**config.mk**
```make
export PLATFORM = sky130hd
export DESIGN_NAME = hub_desc_builder
export DESIGN_NICKNAME = d
export VERILOG_FILES = /design/src/hw/hub_desc_builder.v
export VERILOG_INCLUDE_DIRS = /design/src /design/src/hw
export SDC_FILE = /design/constraint.sdc
export NUM_CORES = 1
export LEC_CHECK = 0
export BUFFER_PORTS_ARGS = -buffer_cell sky130_fd_sc_hd__buf_2
export CAP_MARGIN = 20
export CORE_MARGIN = 4
export CORE_UTILIZATION = 56
export CTS_BUF_LIST = sky130_fd_sc_hd__clkbuf_4 sky130_fd_sc_hd__clkbuf_8 sky130_fd_sc_hd__clkbuf_16
export DETAILED_ROUTE_END_ITERATION = 10
export HOLD_SLACK_MARGIN = 0.15
export PLACE_DENSITY = 0.85
export SLEW_MARGIN = 20
export SYNTH_ARGS = -nofsm -noshare
export SYNTH_HDL_FRONTEND = slang
export SYNTH_SLANG_ARGS = --single-unit
```
**constraint.sdc**
```tcl
create_clock -name CLK -period 4.2 [get_ports CLK]
set_clock_uncertainty 0.05 [all_clocks]
set_input_delay 0.84 -clock CLK [delete_from_list [all_inputs] [get_ports CLK]]
set_output_delay 0.84 -clock CLK [all_outputs]
set_load 0.02 [all_outputs]
```
**src/hw/hub_desc_defs.vh**
```
/*
 * Constants for the class-specific hub descriptor builder: descriptor
 * bytes, request type codes, register offsets, field positions and
 * reset values of the configuration registers.
 * Assumes inclusion by bare name from the builder module only.
 */
`ifndef HUB_DESC_DEFS_VH
`define HUB_DESC_DEFS_VH

// ============================================================
// Descriptor constants
`define DESC_LEN 8'h09
`define DESC_TYPE_HUB 8'h29
`define DESC_TYPE_LEGACY 8'h00
`define DESC_LEGACY_MASK 8'hff
`define DESC_TOTAL_PORTS 2'h3
`define DESC_LAST_IDX 4'h8
`define DESC_LEN_FULL 16'h0009

// Byte offsets within the descriptor
`define IDX_LEN 4'h0
`define IDX_TYPE 4'h1
`define IDX_NPORTS 4'h2
`define IDX_CHAR_LO 4'h3
`define IDX_CHAR_HI 4'h4
`define IDX_PWR_ON 4'h5
`define IDX_HC_CUR 4'h6
`define IDX_REMOVABLE 4'h7

// Characteristics word constants
`define CHAR_PWR_GANGED 2'h0
`define CHAR_PWR_INDIV 2'h1
`define CHAR_TT_8FS 2'h0
`define CHAR_NO_IND 1'h0
`define CHAR_UPPER 8'h00

// ============================================================
// Register byte offsets (APB, one aligned word each)
`define ADDR_CFG 12'h000
`define ADDR_PWR 12'h004
`define ADDR_STATUS 12'h008

// CFG fields
`define CFG_PSRC 0
`define CFG_PPSW 1
`define CFG_COMPOUND 2
`define CFG_OCS_LO 3
`define CFG_OCS_HI 4
`define CFG_BPMASK_LO 8
`define CFG_BPMASK_HI 10
`define CFG_SPMASK_LO 12
`define CFG_SPMASK_HI 14

// PWR fields
`define PWR_ON_LO 0
`define PWR_ON_HI 7
`define PWR_HCBP_LO 8
`define PWR_HCBP_HI 15
`define PWR_HCSP_LO 16
`define PWR_HCSP_HI 23
`define PWR_REM_LO 24
`define PWR_REM_HI 31

// Reset values, CFG write mask and zero word
`define RST_CFG 32'h0000_0001
`define RST_PWR 32'h0001_0132
`define CFG_WMASK 32'h0000_771f
`define ZERO32 32'h0000_0000

`endif

```
**src/hw/hub_desc_builder.v**
```verilog
/*
 * Class-specific hub descriptor builder. Holds the configuration that
 * shapes the descriptor in APB registers and streams the descriptor
 * bytes out on a ready/valid byte port when a get-hub-descriptor
 * request arrives.
 * Assumes a single 100 MHz clock, synchronous active-low reset, an APB
 * master following the usual setup/access protocol and a request
 * source that pulses REQ_VALID for one cycle per request.
 */
`timescale 1ns/10ps
`default_nettype none
`include "hub_desc_defs.vh"

// Summary of operation
// Answer descriptor types 29h and 00h only
// Byte 0 is 09h, byte 1 is 29h
// Byte 2 carries downstream port count
// Port count is three minus disabled ports
// Power source select picks disable mask
// Bits 1:0 follow port power switching
// Bit 2 compound, bits 4:3 overcurrent sensing
// Bits 6:5 zero for 8FS think time
// Bit 7 zero, upper byte zero
// Byte 5 is power-on time, 2 ms
// Byte 6 controller current follows power source
// Characteristics LSB first; truncate to request length
module hub_desc_builder (
    input wire CLK,
    input wire RST_N,
    input wire PSEL,
    input wire PENABLE,
    input wire PWRITE,
    input wire [11:0] PADDR,
    input wire [31:0] PWDATA,
    output reg [31:0] PRDATA,
    output reg PREADY,
    output reg PSLVERR,
    input wire REQ_VALID,
    input wire [7:0] REQ_TYPE,
    input wire [15:0] REQ_LEN,
    output reg REQ_DONE,
    output reg REQ_STALL,
    output reg TX_VALID,
    output reg [7:0] TX_DATA,
    output reg TX_LAST,
    input wire TX_READY
);

    // ============================================================
    // State and declarations
    localparam ST_IDLE = 1'b0;
    localparam ST_SEND = 1'b1;

    reg [31:0] cfg_ff;
    reg [31:0] pwr_ff;
    reg state_ff;
    reg nxt_state;
    reg [3:0] idx_ff;
    reg [3:0] nxt_idx;
    reg [3:0] end_ff;
    reg [3:0] nxt_end;
    reg [3:0] req_end;
    reg nxt_valid;
    reg [7:0] nxt_data;
    reg nxt_last;
    reg nxt_done;
    reg nxt_stall;
    reg [31:0] nxt_prdata;
    reg nxt_pready;
    reg nxt_pslverr;

    wire power_source_select;
    wire port_power_switching_cfg;
    wire compound_cfg;
    wire [1:0] overcurrent_sensing_cfg;
    wire [2:0] bus_powered_port_disable_mask;
    wire [2:0] self_powered_port_disable_mask;
    wire [2:0] active_mask;
    wire [7:0] port_count;
    wire [15:0] characteristics;
    wire [7:0] hc_current;
    wire apb_access;
    wire apb_commit;
    wire addr_mapped;
    wire type_ok;

    // ============================================================
    // Functions
    function [1:0] ones3;
        input [2:0] m;
        begin
            ones3 = {1'b0, m[0]} + {1'b0, m[1]} + {1'b0, m[2]};
        end
    endfunction

    function is_mapped;
        input [11:0] a;
        begin
            is_mapped = (a == `ADDR_CFG) || (a == `ADDR_PWR) ||
                (a == `ADDR_STATUS);
        end
    endfunction

    function [7:0] desc_byte;
        input [3:0] i;
        input [7:0] nports;
        input [15:0] chr;
        input [7:0] pwr_on;
        input [7:0] hc_cur;
        input [7:0] removable;
        begin
            case (i)
                `IDX_LEN: desc_byte = `DESC_LEN;
                `IDX_TYPE: desc_byte = `DESC_TYPE_HUB;
                `IDX_NPORTS: desc_byte = nports;
                `IDX_CHAR_LO: desc_byte = chr[7:0];
                `IDX_CHAR_HI: desc_byte = chr[15:8];
                `IDX_PWR_ON: desc_byte = pwr_on;
                `IDX_HC_CUR: desc_byte = hc_cur;
                `IDX_REMOVABLE: desc_byte = removable;
                default: desc_byte = `DESC_LEGACY_MASK;
            endcase
        end
    endfunction

    // ============================================================
    // Configuration fields and derived descriptor values
    assign power_source_select = cfg_ff[`CFG_PSRC];
    assign port_power_switching_cfg = cfg_ff[`CFG_PPSW];
    assign compound_cfg = cfg_ff[`CFG_COMPOUND];
    assign overcurrent_sensing_cfg = cfg_ff[`CFG_OCS_HI:`CFG_OCS_LO];
    assign bus_powered_port_disable_mask =
        cfg_ff[`CFG_BPMASK_HI:`CFG_BPMASK_LO];
    assign self_powered_port_disable_mask =
        cfg_ff[`CFG_SPMASK_HI:`CFG_SPMASK_LO];

    // Mask and current track the live mode, so a mode change between
    // requests is reflected in the next descriptor
    assign active_mask = power_source_select ?
        self_powered_port_disable_mask :
        bus_powered_port_disable_mask;
    assign port_count = {6'h00,
        `DESC_TOTAL_PORTS - ones3(active_mask)};
    assign hc_current = power_source_select ?
        pwr_ff[`PWR_HCSP_HI:`PWR_HCSP_LO] :
        pwr_ff[`PWR_HCBP_HI:`PWR_HCBP_LO];

    assign characteristics = {
        `CHAR_UPPER,
        `CHAR_NO_IND,
        `CHAR_TT_8FS,
        overcurrent_sensing_cfg,
        compound_cfg,
        port_power_switching_cfg ? `CHAR_PWR_INDIV :
            `CHAR_PWR_GANGED
    };

    // ============================================================
    // APB slave: one wait state, so every access phase is two cycles
    assign apb_access = PSEL && PENABLE;
    assign apb_commit = apb_access && PREADY;
    assign addr_mapped = is_mapped(PADDR);

    always @*
    begin
        nxt_pready = apb_access && !PREADY;
        nxt_pslverr = apb_access && !PREADY && !addr_mapped;
        nxt_prdata = `ZERO32;
        if (apb_access && !PREADY && !PWRITE)
        begin
            case (PADDR)
                `ADDR_CFG: nxt_prdata = cfg_ff;
                `ADDR_PWR: nxt_prdata = pwr_ff;
                `ADDR_STATUS: nxt_prdata = {7'h00, state_ff,
                    characteristics, port_count};
                default: nxt_prdata = `ZERO32;
            endcase
        end
    end

    always @(posedge CLK)
    begin
        if (!RST_N)
        begin
            cfg_ff <= `RST_CFG;
            pwr_ff <= `RST_PWR;
            PRDATA <= `ZERO32;
            PREADY <= 1'b0;
            PSLVERR <= 1'b0;
        end
        else
        begin
            PRDATA <= nxt_prdata;
            PREADY <= nxt_pready;
            PSLVERR <= nxt_pslverr;
            // Writes land only at the edge that completes the transfer
            if (apb_commit && PWRITE && PADDR == `ADDR_CFG)
                cfg_ff <= PWDATA & `CFG_WMASK;
            if (apb_commit && PWRITE && PADDR == `ADDR_PWR)
                pwr_ff <= PWDATA;
        end
    end

    // ============================================================
    // Descriptor request and byte stream
    assign type_ok = (REQ_TYPE == `DESC_TYPE_HUB) ||
        (REQ_TYPE == `DESC_TYPE_LEGACY);

    always @*
    begin
        if (REQ_LEN >= `DESC_LEN_FULL)
            req_end = `DESC_LAST_IDX;
        else
            req_end = REQ_LEN[3:0] - 4'h1;
    end

    always @*
    begin
        nxt_state = state_ff;
        nxt_idx = idx_ff;
        nxt_end = end_ff;
        nxt_valid = TX_VALID;
        nxt_data = TX_DATA;
        nxt_last = TX_LAST;
        nxt_done = 1'b0;
        nxt_stall = 1'b0;
        case (state_ff)
            ST_IDLE:
            begin
                if (REQ_VALID && !type_ok)
                    nxt_stall = 1'b1;
                else if (REQ_VALID && REQ_LEN == 16'h0000)
                    nxt_done = 1'b1;
                else if (REQ_VALID)
                begin
                    nxt_state = ST_SEND;
                    nxt_idx = `IDX_LEN;
                    nxt_end = req_end;
                    nxt_valid = 1'b1;
                    nxt_last = (req_end == `IDX_LEN);
                    nxt_data = desc_byte(`IDX_LEN, port_count,
                        characteristics, pwr_ff[`PWR_ON_HI:`PWR_ON_LO],
                        hc_current, pwr_ff[`PWR_REM_HI:`PWR_REM_LO]);
                end
            end
            ST_SEND:
            begin
                // A request arriving mid-stream is refused, not queued
                if (REQ_VALID)
                    nxt_stall = 1'b1;
                if (TX_READY)
                begin
                    if (idx_ff == end_ff)
                    begin
                        nxt_state = ST_IDLE;
                        nxt_valid = 1'b0;
                        nxt_last = 1'b0;
                        nxt_done = 1'b1;
                    end
                    else
                    begin
                        nxt_idx = idx_ff + 4'h1;
                        nxt_last = (nxt_idx == end_ff);
                        nxt_data = desc_byte(nxt_idx, port_count,
                            characteristics,
                            pwr_ff[`PWR_ON_HI:`PWR_ON_LO], hc_current,
                            pwr_ff[`PWR_REM_HI:`PWR_REM_LO]);
                    end
                end
            end
            default:
            begin
                nxt_state = ST_IDLE;
                nxt_valid = 1'b0;
                nxt_last = 1'b0;
            end
        endcase
    end

    always @(posedge CLK)
    begin
        if (!RST_N)
        begin
            state_ff <= ST_IDLE;
            idx_ff <= `IDX_LEN;
            end_ff <= `IDX_LEN;
            TX_VALID <= 1'b0;
            TX_DATA <= `CHAR_UPPER;
            TX_LAST <= 1'b0;
            REQ_DONE <= 1'b0;
            REQ_STALL <= 1'b0;
        end
        else
        begin
            state_ff <= nxt_state;
            idx_ff <= nxt_idx;
            end_ff <= nxt_end;
            TX_VALID <= nxt_valid;
            TX_DATA <= nxt_data;
            TX_LAST <= nxt_last;
            REQ_DONE <= nxt_done;
            REQ_STALL <= nxt_stall;
        end
    end

endmodule
`default_nettype wire

```
==> impl_metrics.env, run 1 <==
export IMPL_synthCells=471
export IMPL_outcome="finished clean"
export IMPL_yosysUniqueCellTypes=53
export IMPL_fin_crit_ps=2710
export IMPL_yosysMostFrequentCell="dfxtp_1"
export IMPL_regToRegEndpoint="TX_DATA[0]"
export IMPL_crit_family="compound AO/OA/AOI/OAI gates"
export IMPL_post_route_period_util=0.644
export IMPL_maxSlewViolCount=0
export IMPL_vdd_drop_max_mv=0.136
export IMPL_p_per_area_nw_per_um2=324
export IMPL_synth_seq_area_share=0.468
export IMPL_port_buffer_count=120
export IMPL_die_h_microns=94.5
export IMPL_io_pins=121
export IMPL_drc_errors=0
export IMPL_reg2reg_from="cfg_ff[0]"
export IMPL_dieArea_sq_um=8930
export IMPL_initial_core_util=0.578
export IMPL_max_stage_delay_ps=730
export IMPL_ys_warn_count=0
export IMPL_cts_sinks=98
export IMPL_viasPerCell=5.57
export IMPL_ant_nets=0
export IMPL_worstSetupPathDepth=6
export IMPL_track_usage=0.245
export IMPL_crit_path_end="TX_DATA[0]"
export IMPL_min_from="pwr_ff[23]"
export IMPL_ff2ff_path_depth=6
export IMPL_first_iter_violations=299
export IMPL_netlist_area_sq_um=4190
export IMPL_crit_slowest_cell="dfxtp_1"
export IMPL_dieWidth_microns=94.5
export IMPL_cp_cell_sequence="mux2_2, fa_1, o21ai_0, a221oi_1, a31oi_1, o221a_1"
export IMPL_p_int_mw=1.28
export IMPL_yosys_area_top_type="dfxtp_1"
export IMPL_worst_slew_pin_slew_ps=949
export IMPL_first_global_vias=3585
export IMPL_cts_clk_slew_worst_paths_ps=90
export IMPL_cap_violations=0
export IMPL_core_area_sq_um=7250
export IMPL_cp_data_arrival_time_ps=2900
export IMPL_pwr_share_clk=0.383
export IMPL_comb_power_share=0.048
export IMPL_startpoint_type="register"
export IMPL_worst_hold_slack_ps=426
export IMPL_clk_latency_ps=360
export IMPL_detailedRoute_firstPassIterationCount=5
export IMPL_cts_root_buf="clkbuf_8"
export IMPL_wirelength_microns=11000
export IMPL_via_count=3797
export IMPL_antennaDiodeCount=0
export IMPL_ys_flop_type="dfxtp_1"
export IMPL_post_cts_buffers=0
export IMPL_worstPathRequired_ps=4400
export IMPL_crit_path_max_fanout=13
export IMPL_setup_tns_final_ps=0
export IMPL_hpwl_microns=8140
export IMPL_swShare=0.218
export IMPL_leakagePower_nw=2.13
export IMPL_postCtsHoldBufs=0
export IMPL_crit_type="register to register"
export IMPL_rsz0062_at_grt="false"
export IMPL_area_growth_syn_to_layout_pct=20.3
export IMPL_synth_top_area_share=0.468
export IMPL_grt_pass1_wl_microns=17000
export IMPL_timing_critical_path_from="cfg_ff[0]"
export IMPL_r2r_setup_slack_ps=1490
export IMPL_hold_violations=0
export IMPL_avgRoutedWirePerCell_microns=16.2
export IMPL_endpoint_kind="register"
export IMPL_synth_area_leaders="dfxtp_1 (47%), nand2_1 (7.2%), a21oi_1 (5.1%), mux2i_1 (4.3%), nor2_1 (3.7%)"
export IMPL_setup_violations=0
export IMPL_critPathBufInv=0
export IMPL_syn_avg_cell_area_sq_um=8.89
export IMPL_fmax_mhz=370
export IMPL_ys_seq_elements=98
export IMPL_cts_resized_gates=0
export IMPL_hold_path_class="register to register"
export IMPL_numCtsBuffers=9
export IMPL_drive_gt1_frac=0.288
export IMPL_cts_htree_levels=3
export IMPL_fp_row_count=31
export IMPL_grt_overflow_total=0
export IMPL_antenna_found_initial=0
export IMPL_clockBufferDepth=2
export IMPL_slew_headroom=0.367
export IMPL_grt_start_max_net_pins=55
export IMPL_async_reset_ff_frac=0
export IMPL_yosys_top_cells_count="dfxtp_1 (98), nand2_1 (80), a21oi_1 (43)"
export IMPL_gp_congestion=0.940
export IMPL_synth_edf_count=0
export IMPL_synth_nets=553
export IMPL_fin_nets=660
export IMPL_cts_tree="built"
export IMPL_power_switching_mw=0.356
export IMPL_pwr_share_seq=0.569
[layout by cell type, fill, tap and decap left out, types with 2 or more instances in the layout]
cell / instances
a211oi_1: 5
ha_1: 6
nand3_1: 13
o221a_1: 3
and2_1: 20
nand3b_1: 2
or3_1: 2
or4_4: 3
xor2_1: 8
nor2_1: 40
mux2i_1: 18
nor2b_1: 3
nor2_2: 2
buf_2: 120
nor4_1: 4
inv_1: 8
a21oi_2: 3
nand2b_1: 5
a2bb2oi_1: 3
o21ai_0: 5
mux2_2: 10
a311oi_2: 3
inv_2: 2
buf_4: 3
nand2_1: 80
o21a_1: 4
clkinvlp_4: 2
nor3_1: 9
or4_1: 2
clkbuf_8: 11
a222oi_1: 6
a21oi_1: 43
nor4_2: 2
a22oi_1: 11
nand4_1: 3
and3_1: 2
dfxtp_1: 98
[power groups by stage]
stage                     Clock, mW  Combinational, mW  Sequential (mW)
after global routing          0.663             0.0858            0.931
after detailed placement          0             0.0778            0.952
final                         0.625             0.0791            0.930
after CTS                     0.627             0.0786            0.930
after floorplan                   0             0.0290            0.954
after global placement            0             0.0760            0.952
[cells by family (layout without fill, tap and decap cells)]
logic type	after synthesis	after routing	synth area share
adder cells (fa/ha/maj)	7	7	0.0227
flip-flops	98	98	0.468
XOR/XNOR	9	9	0.0188
AND/OR/NAND/NOR	198	198	0.225
AO/OA/AOI/OAI	94	94	0.159
multiplexers	28	28	0.0699
buffers and inverters	37	149	0.0358
[metrics by stage]
step / cells / power, mW / worst slack, ps / area (sq um) / utilization
detailed placement: 666 / 1.03 / 1220 / 4830 / 0.666
finish: 682 / 1.63 / 1490 / 5040 / 0.695
global route: 682 / 1.68 / 1370 / 5040 / 0.695
floorplan: 471 / 0.983 / 1500 / 4190 / -
CTS: 682 / 1.64 / 1540 / 5040 / 0.695
global placement: 666 / 1.03 / 1300 / 4830 / 0.666
[flip-flops by register name, indices dropped and copies added, names as in the netlist, 4 cells and up]
signal,flops
PRDATA,32
TX_DATA,8
cfg_ff,11
end_ff,4
idx_ff,4
pwr_ff,32
[per-layer routing]
| metal | vias to the layer above | part of all wire | global-route usage |
|---|---|---|---|
| met5 | - | 0 | 0 |
| met4 | 0 | 0.026 | 0.107 |
| met3 | 27 | 0.069 | 0.0478 |
| met2 | 169 | 0.49 | 0.418 |
| met1 | 1742 | 0.41 | 0.300 |
| li1 | 1859 | - | - |
[worst register-to-register path, stage by stage (launching register included)]
cell	delay [ps]
dfxtp_1	730
mux2_2	430
fa_1	610
o21ai_0	180
a221oi_1	270
a31oi_1	80
o221a_1	240
[area by class of cell]
cell class                 instances  area, sq um
tap                               99          124
fill                             589         2210
multi-input combinational        336         2090
sequential                        98         1960
inverter                          10         37.5
timing repair buffer             123          623
clock buffer                      12          159
clock inverter                     4         50.0
[worst min path at each step]
stage | slack (ps) | to | cells past startpoint
5_1_grt | 450 | pwr_ff[19] | 2
6_report | 430 | pwr_ff[23] | 2
2_1_floorplan | 390 | pwr_ff[17] | 2
4_1_cts | 420 | pwr_ff[29] | 2
3_5_place_dp | 410 | pwr_ff[15] | 2
3_3_place_gp | 400 | pwr_ff[23] | 2
Note: power is estimated with default switching activity, not from simulation.
==> inputs of run 2 (changes only) <==
- CORE_UTILIZATION: 56 -> 47
- PLACE_DENSITY: 0.85 -> 0.76
- clock period: 4.2 -> 2.3 ns (I/O delays scaled with it)
==> run 2 against run 1 <==
Total power increased by 78%; cell area increased by 3.6%; register-to-register slack got worse by 1400 ps; critical path depth unchanged; utilization shrank 9.3 points; wire length grew 1.6%; flip-flop and latch count is the same; setup slack lost 1400 ps; clock power is 68% higher; count of clock-buffer cells in the layout fell by 1; final cell count up 4.3%; worst hold slack got worse by 170 ps; largest power group unchanged.
==> impl_metrics.env, run 2 (synthesis results as in run 1) <==
export IMPL_pwr_share_seq=0.585
export IMPL_hold_violations=0
export IMPL_dieArea_sq_um=10500
export IMPL_postCtsHoldBufs=0
export IMPL_largestRegisters="PRDATA x32, pwr_ff x32, cfg_ff x11"
export IMPL_antennaDiodeCount=0
export IMPL_viasPerCell=5.50
export IMPL_fmax_mhz=453
export IMPL_cts_sinks=98
export IMPL_vdd_drop_max_mv=0.259
export IMPL_post_route_period_util=0.960
export IMPL_core_area_sq_um=8680
export IMPL_worstPathRequired_ps=2500
export IMPL_setup_tns_final_ps=0
export IMPL_cts_htree_levels=3
export IMPL_die_h_microns=102
export IMPL_gp_congestion=0.853
export IMPL_slew_headroom=0.583
export IMPL_port_buffer_count=120
export IMPL_hold_path_class="input port to register"
export IMPL_setup_violations=0
export IMPL_final_cell_mix="buf_2 (120), dfxtp_1 (98), nand2_1 (80)"
export IMPL_r2r_setup_slack_ps=90
export IMPL_clk_latency_ps=370
export IMPL_cts_root_buf="clkbuf_8"
export IMPL_grt_start_max_net_pins=55
export IMPL_io_pins=121
export IMPL_placedCellCount=696
export IMPL_dieWidth_microns=102
export IMPL_drc_errors=0
export IMPL_cts_clk_slew_worst_paths_ps=100
export IMPL_critPathBufInv=0
export IMPL_crit_path_max_fanout=4
export IMPL_p_int_mw=2.23
export IMPL_leakagePower_nw=2.24
export IMPL_via_count=3909
export IMPL_cap_violations=0
export IMPL_first_global_vias=3663
export IMPL_p_per_area_nw_per_um2=556
export IMPL_cts_tree="built"
export IMPL_fin_crit_ps=2210
export IMPL_ant_nets=0
export IMPL_outcome="finished clean"
export IMPL_wirelength_microns=11200
export IMPL_startpoint_type="register"
export IMPL_multiInputGateArea_sq_um=2100
export IMPL_cts_resized_gates=0
export IMPL_crit_type="register to register"
export IMPL_fp_row_count=34
export IMPL_pwr_share_clk=0.362
export IMPL_final_cell_count_no_fill=711
export IMPL_crit_family="compound AO/OA/AOI/OAI gates"
export IMPL_crit_slowest_cell="fa_1"
export IMPL_first_iter_violations=291
export IMPL_antenna_found_initial=0
export IMPL_swShare=0.232
export IMPL_cp_data_arrival_time_ps=2410
export IMPL_power_switching_mw=0.674
export IMPL_area_growth_syn_to_layout_pct=24.6
export IMPL_hpwl_microns=8390
export IMPL_drive_gt1_frac=0.313
export IMPL_avgRoutedWirePerCell_microns=15.8
export IMPL_detailedRoute_firstPassIterationCount=7
export IMPL_fin_nets=681
export IMPL_maxSlewViolCount=0
export IMPL_post_route_util=0.602
export IMPL_regArea_sq_um=1960
export IMPL_post_cts_buffers=0
export IMPL_fillers=777
export IMPL_grt_overflow_total=0
export IMPL_cp_cell_sequence="mux2_2, fa_1, o21ai_0, a221oi_1, a31oi_1, o221a_1"
export IMPL_setup_ws_ps=91.3
export IMPL_grt_pass1_wl_microns=17500
export IMPL_initial_core_util=0.483
export IMPL_max_stage_delay_ps=570
export IMPL_clockBufferDepth=2
export IMPL_layout_commonest_cell="buf_2"
export IMPL_rsz0062_at_grt="false"
export IMPL_comb_power_share=0.053
export IMPL_track_usage=0.213
export IMPL_dp_worst_setup_slack_ps=-181
export IMPL_endpoint_kind="register"
export IMPL_worst_slew_pin_slew_ps=626
export IMPL_numCtsBuffers=9
==> run 2: cell types whose count changed in the layout (fill, tap and decap cells not counted), sizes merged <==
cell | before | now
inv | 10 | 12
buf | 123 | 144
clkinvlp | 2 | 1
clkbuf | 12 | 11
bufinv | 1 | 0
==> run 2: tightest hold or removal path, stage by stage <==
cell and delay [ps]:
buf_2 80, nand2_1 40, nand3_1 60
==> run 2: final timing paths <==
kind,depth (start not counted),end,start
worst max-delay path,6,TX_DATA[0],cfg_ff[0]
worst min-delay path,3,pwr_ff[16],PWDATA[16]
worst max register to register,6,TX_DATA[0],cfg_ff[0]
worst min register to register,2,pwr_ff[7],pwr_ff[7]
==> run 2: per-stage QoR <==
step | cell area (sq um) | hold WS [ps] | power [mW]
final | 5220 | 257 | 2.90
after global routing | 5220 | 248 | 3.02
after CTS | 5220 | 246 | 2.92
after detailed placement | 5040 | 414 | 1.89
after global placement | 5040 | 401 | 1.89
after floorplan | 4200 | 391 | 1.80
==> run 2: metal layers <==
layer,GRT usage,up-vias,part of all wire
met4,0.102,0,0.032
met3,0.0485,31,0.082
met1,0.260,1813,0.41
met2,0.355,172,0.47
li1,-,1893,-
met5,0,-,0
==> run 2: cell type report <==
| type | instances | share of cell area |
|---|---|---|
| clock inverters | 4 | 0.00647 |
| well taps | 108 | 0.0259 |
| inverters | 10 | 0.00719 |
| flip-flops and latches | 98 | 0.376 |
| clock buffers | 11 | 0.0290 |
| repair buffers | 144 | 0.154 |
| multi-input cells | 336 | 0.401 |
==> run 2: power by group through the flow <==
| stage | Combinational [mW] | Clock, mW | Sequential (mW) |
|---|---|---|---|
| after floorplan | 0.0534 | 0 | 1.74 |
| after global placement | 0.150 | 0 | 1.74 |
| after detailed placement | 0.154 | 0 | 1.74 |
| after CTS | 0.154 | 1.07 | 1.70 |
| after global routing | 0.168 | 1.15 | 1.70 |
| final | 0.155 | 1.05 | 1.70 |
==> inputs of run 3 (changes only) <==
- CELL_PAD_IN_SITES_DETAIL_PLACEMENT: not set -> 0
- CELL_PAD_IN_SITES_GLOBAL_PLACEMENT: not set -> 1
- CORE_UTILIZATION: 47 -> 34
- PLACE_DENSITY: 0.76 -> 0.82
==> run 3 against run 2 <==
Via count is 3.1% lower; non-clock buffer count stayed put; critical path depth stayed put; register-to-register slack better by 30 ps; setup slack better by 25 ps; maximum frequency is 1.2% higher; sequential power hardly changed; worst hold slack better by 32 ps; critical endpoint unchanged; largest power group unchanged.
==> impl_metrics.env, run 3 (synthesis results as in run 1) <==
export IMPL_outcome="finished clean"
export IMPL_dieWidth_microns=119
export IMPL_numCtsBuffers=9
export IMPL_largestRegisters="PRDATA x32, pwr_ff x32, cfg_ff x11"
export IMPL_antennaDiodeCount=0
export IMPL_postCtsHoldBufs=0
export IMPL_reg2reg_from="cfg_ff[0]"
export IMPL_worstPathRequired_ps=2480
export IMPL_slew_headroom=0.562
export IMPL_dp_worst_setup_slack_ps=-216
export IMPL_wirelength_microns=11800
export IMPL_dieArea_sq_um=14200
export IMPL_cts_clk_slew_worst_paths_ps=70
export IMPL_ant_nets=0
export IMPL_cts_sinks=98
export IMPL_initial_core_util=0.347
export IMPL_endpoint_kind="register"
export IMPL_post_route_util=0.448
export IMPL_regToRegEndpoint="TX_DATA[0]"
export IMPL_p_per_area_nw_per_um2=621
export IMPL_worst_slew_pin_slew_ps=656
export IMPL_drc_errors=0
export IMPL_placedCellCount=756
export IMPL_io_pins=121
export IMPL_first_global_vias=3878
export IMPL_timing_critical_path_from="cfg_ff[0]"
export IMPL_worst_hold_slack_ps=289
export IMPL_via_count=3788
export IMPL_avgRoutedWirePerCell_microns=15.2
export IMPL_layout_commonest_cell="buf_2"
export IMPL_clk_latency_ps=340
export IMPL_fmax_mhz=458
export IMPL_fillers=1216
export IMPL_leakagePower_nw=2.28
export IMPL_hpwl_microns=8900
export IMPL_setup_violations=0
export IMPL_startpoint_type="register"
export IMPL_crit_path_end="TX_DATA[0]"
export IMPL_viasPerCell=4.91
export IMPL_final_cell_count_no_fill=772
export IMPL_hold_violations=0
export IMPL_fin_nets=681
export IMPL_cp_data_arrival_time_ps=2360
export IMPL_cts_htree_levels=3
export IMPL_max_stage_delay_ps=570
export IMPL_port_buffer_count=120
export IMPL_ff2ff_path_depth=6
export IMPL_route_met2_wl_microns=5750
export IMPL_first_iter_violations=291
export IMPL_r2r_setup_slack_ps=120
export IMPL_cts_tree="built"
export IMPL_grt_start_max_net_pins=35
export IMPL_clockBufferDepth=2
export IMPL_wl_met3_microns=768
export IMPL_final_cell_mix="buf_2 (120), dfxtp_1 (97), nand2_1 (80)"
export IMPL_fp_row_count=40
export IMPL_cp_cell_sequence="mux2_2, fa_1, o21ai_0, a221oi_1, a31oi_1, o221a_1"
export IMPL_post_route_period_util=0.949
export IMPL_cts_root_buf="clkbuf_16"
export IMPL_maxSlewViolCount=0
export IMPL_wl_met1_microns=5020
export IMPL_detailedRoute_firstPassIterationCount=5
export IMPL_vdd_drop_max_mv=0.284
export IMPL_crit_type="register to register"
export IMPL_hold_path_class="input port to register"
export IMPL_top_layer="met4"
export IMPL_grt_overflow_total=0
export IMPL_worstSetupPathDepth=6
export IMPL_fin_crit_ps=2180
export IMPL_die_h_microns=119
export IMPL_crit_slowest_cell="fa_1"
export IMPL_setup_ws_ps=117
export IMPL_core_area_sq_um=12100
export IMPL_critPathBufInv=0
export IMPL_p_total_mw=3.35
export IMPL_crit_family="compound AO/OA/AOI/OAI gates"
export IMPL_track_usage=0.169
export IMPL_cap_violations=0
export IMPL_crit_path_max_fanout=5
export IMPL_rsz0062_at_grt="true"
export IMPL_gp_congestion=0.821
export IMPL_drive_gt1_frac=0.316
export IMPL_grt_pass1_wl_microns=19200
export IMPL_antenna_found_initial=0
export IMPL_area_growth_syn_to_layout_pct=28.9
-- run 3: cell types whose count changed in the layout (fill, tap and decap cells not counted), sizes merged --
cell      previous run  this run
inv                 12        11
clkbuf              11        10
bufinv               0         1
clkinvlp             1         3
-- run 3: worst reg2reg max path, cell delays in order (launching register included) --
cell and delay [ps]:
dfxtp_2 380, mux2_2 360, fa_1 570, o21ai_0 130, a221oi_1 250, a31oi_1 80, o221a_1 250
-- run 3: power by group --
| part | internal [mW] | switching [mW] | leakage (nW) | total, mW |
|---|---|---|---|---|
| registers | 1.70 | 0.00119 | 0.789 | 1.70 |
| clock network | 0.857 | 0.641 | 0.139 | 1.50 |
| logic | 0.0728 | 0.0802 | 1.35 | 0.153 |
-- run 3: routing by layer --
metal / track usage / vias up
met5: 0 / -
met4: 0.0550 / 0
met3: 0.0427 / 15
met2: 0.290 / 122
met1: 0.206 / 1751
li1: - / 1900
-- run 3: how the worst min path moves through the flow --
stage	cells past startpoint	to	slack, ps	from
3_3_place_gp	2	pwr_ff[18]	410	pwr_ff[18]
3_5_place_dp	2	pwr_ff[18]	410	pwr_ff[18]
5_1_grt	3	REQ_STALL	300	REQ_VALID
6_report	3	pwr_ff[16]	290	PWDATA[16]
2_1_floorplan	2	pwr_ff[17]	390	pwr_ff[17]
4_1_cts	3	REQ_STALL	280	REQ_VALID
-- run 3: stage by stage --
stage                     area (sq um)  setup TNS [ps]
after floorplan                   4200               0
after global placement            5100           -1050
after detailed placement          5100           -2410
after CTS                         5400               0
after global routing              5400           -48.3
final                             5400               0
-- run 3: what timing repair did --
action	4_1_cts	5_1_grt
buffers inserted	0	0
gates resized for setup	0	1
endpoints found under the setup margin	0	3
-- run 3: layout make-up --
cell class / count / area, sq um / share of cell area
sequential: 98 / 1960 / 0.364
clock inverter: 6 / 66.3 / 0.0123
multi-input combinational: 336 / 2100 / 0.388
inverter: 10 / 37.5 / 0.00695
timing repair buffer: 144 / 793 / 0.147
clock buffer: 10 / 233 / 0.0431
tap: 168 / 210 / 0.0389
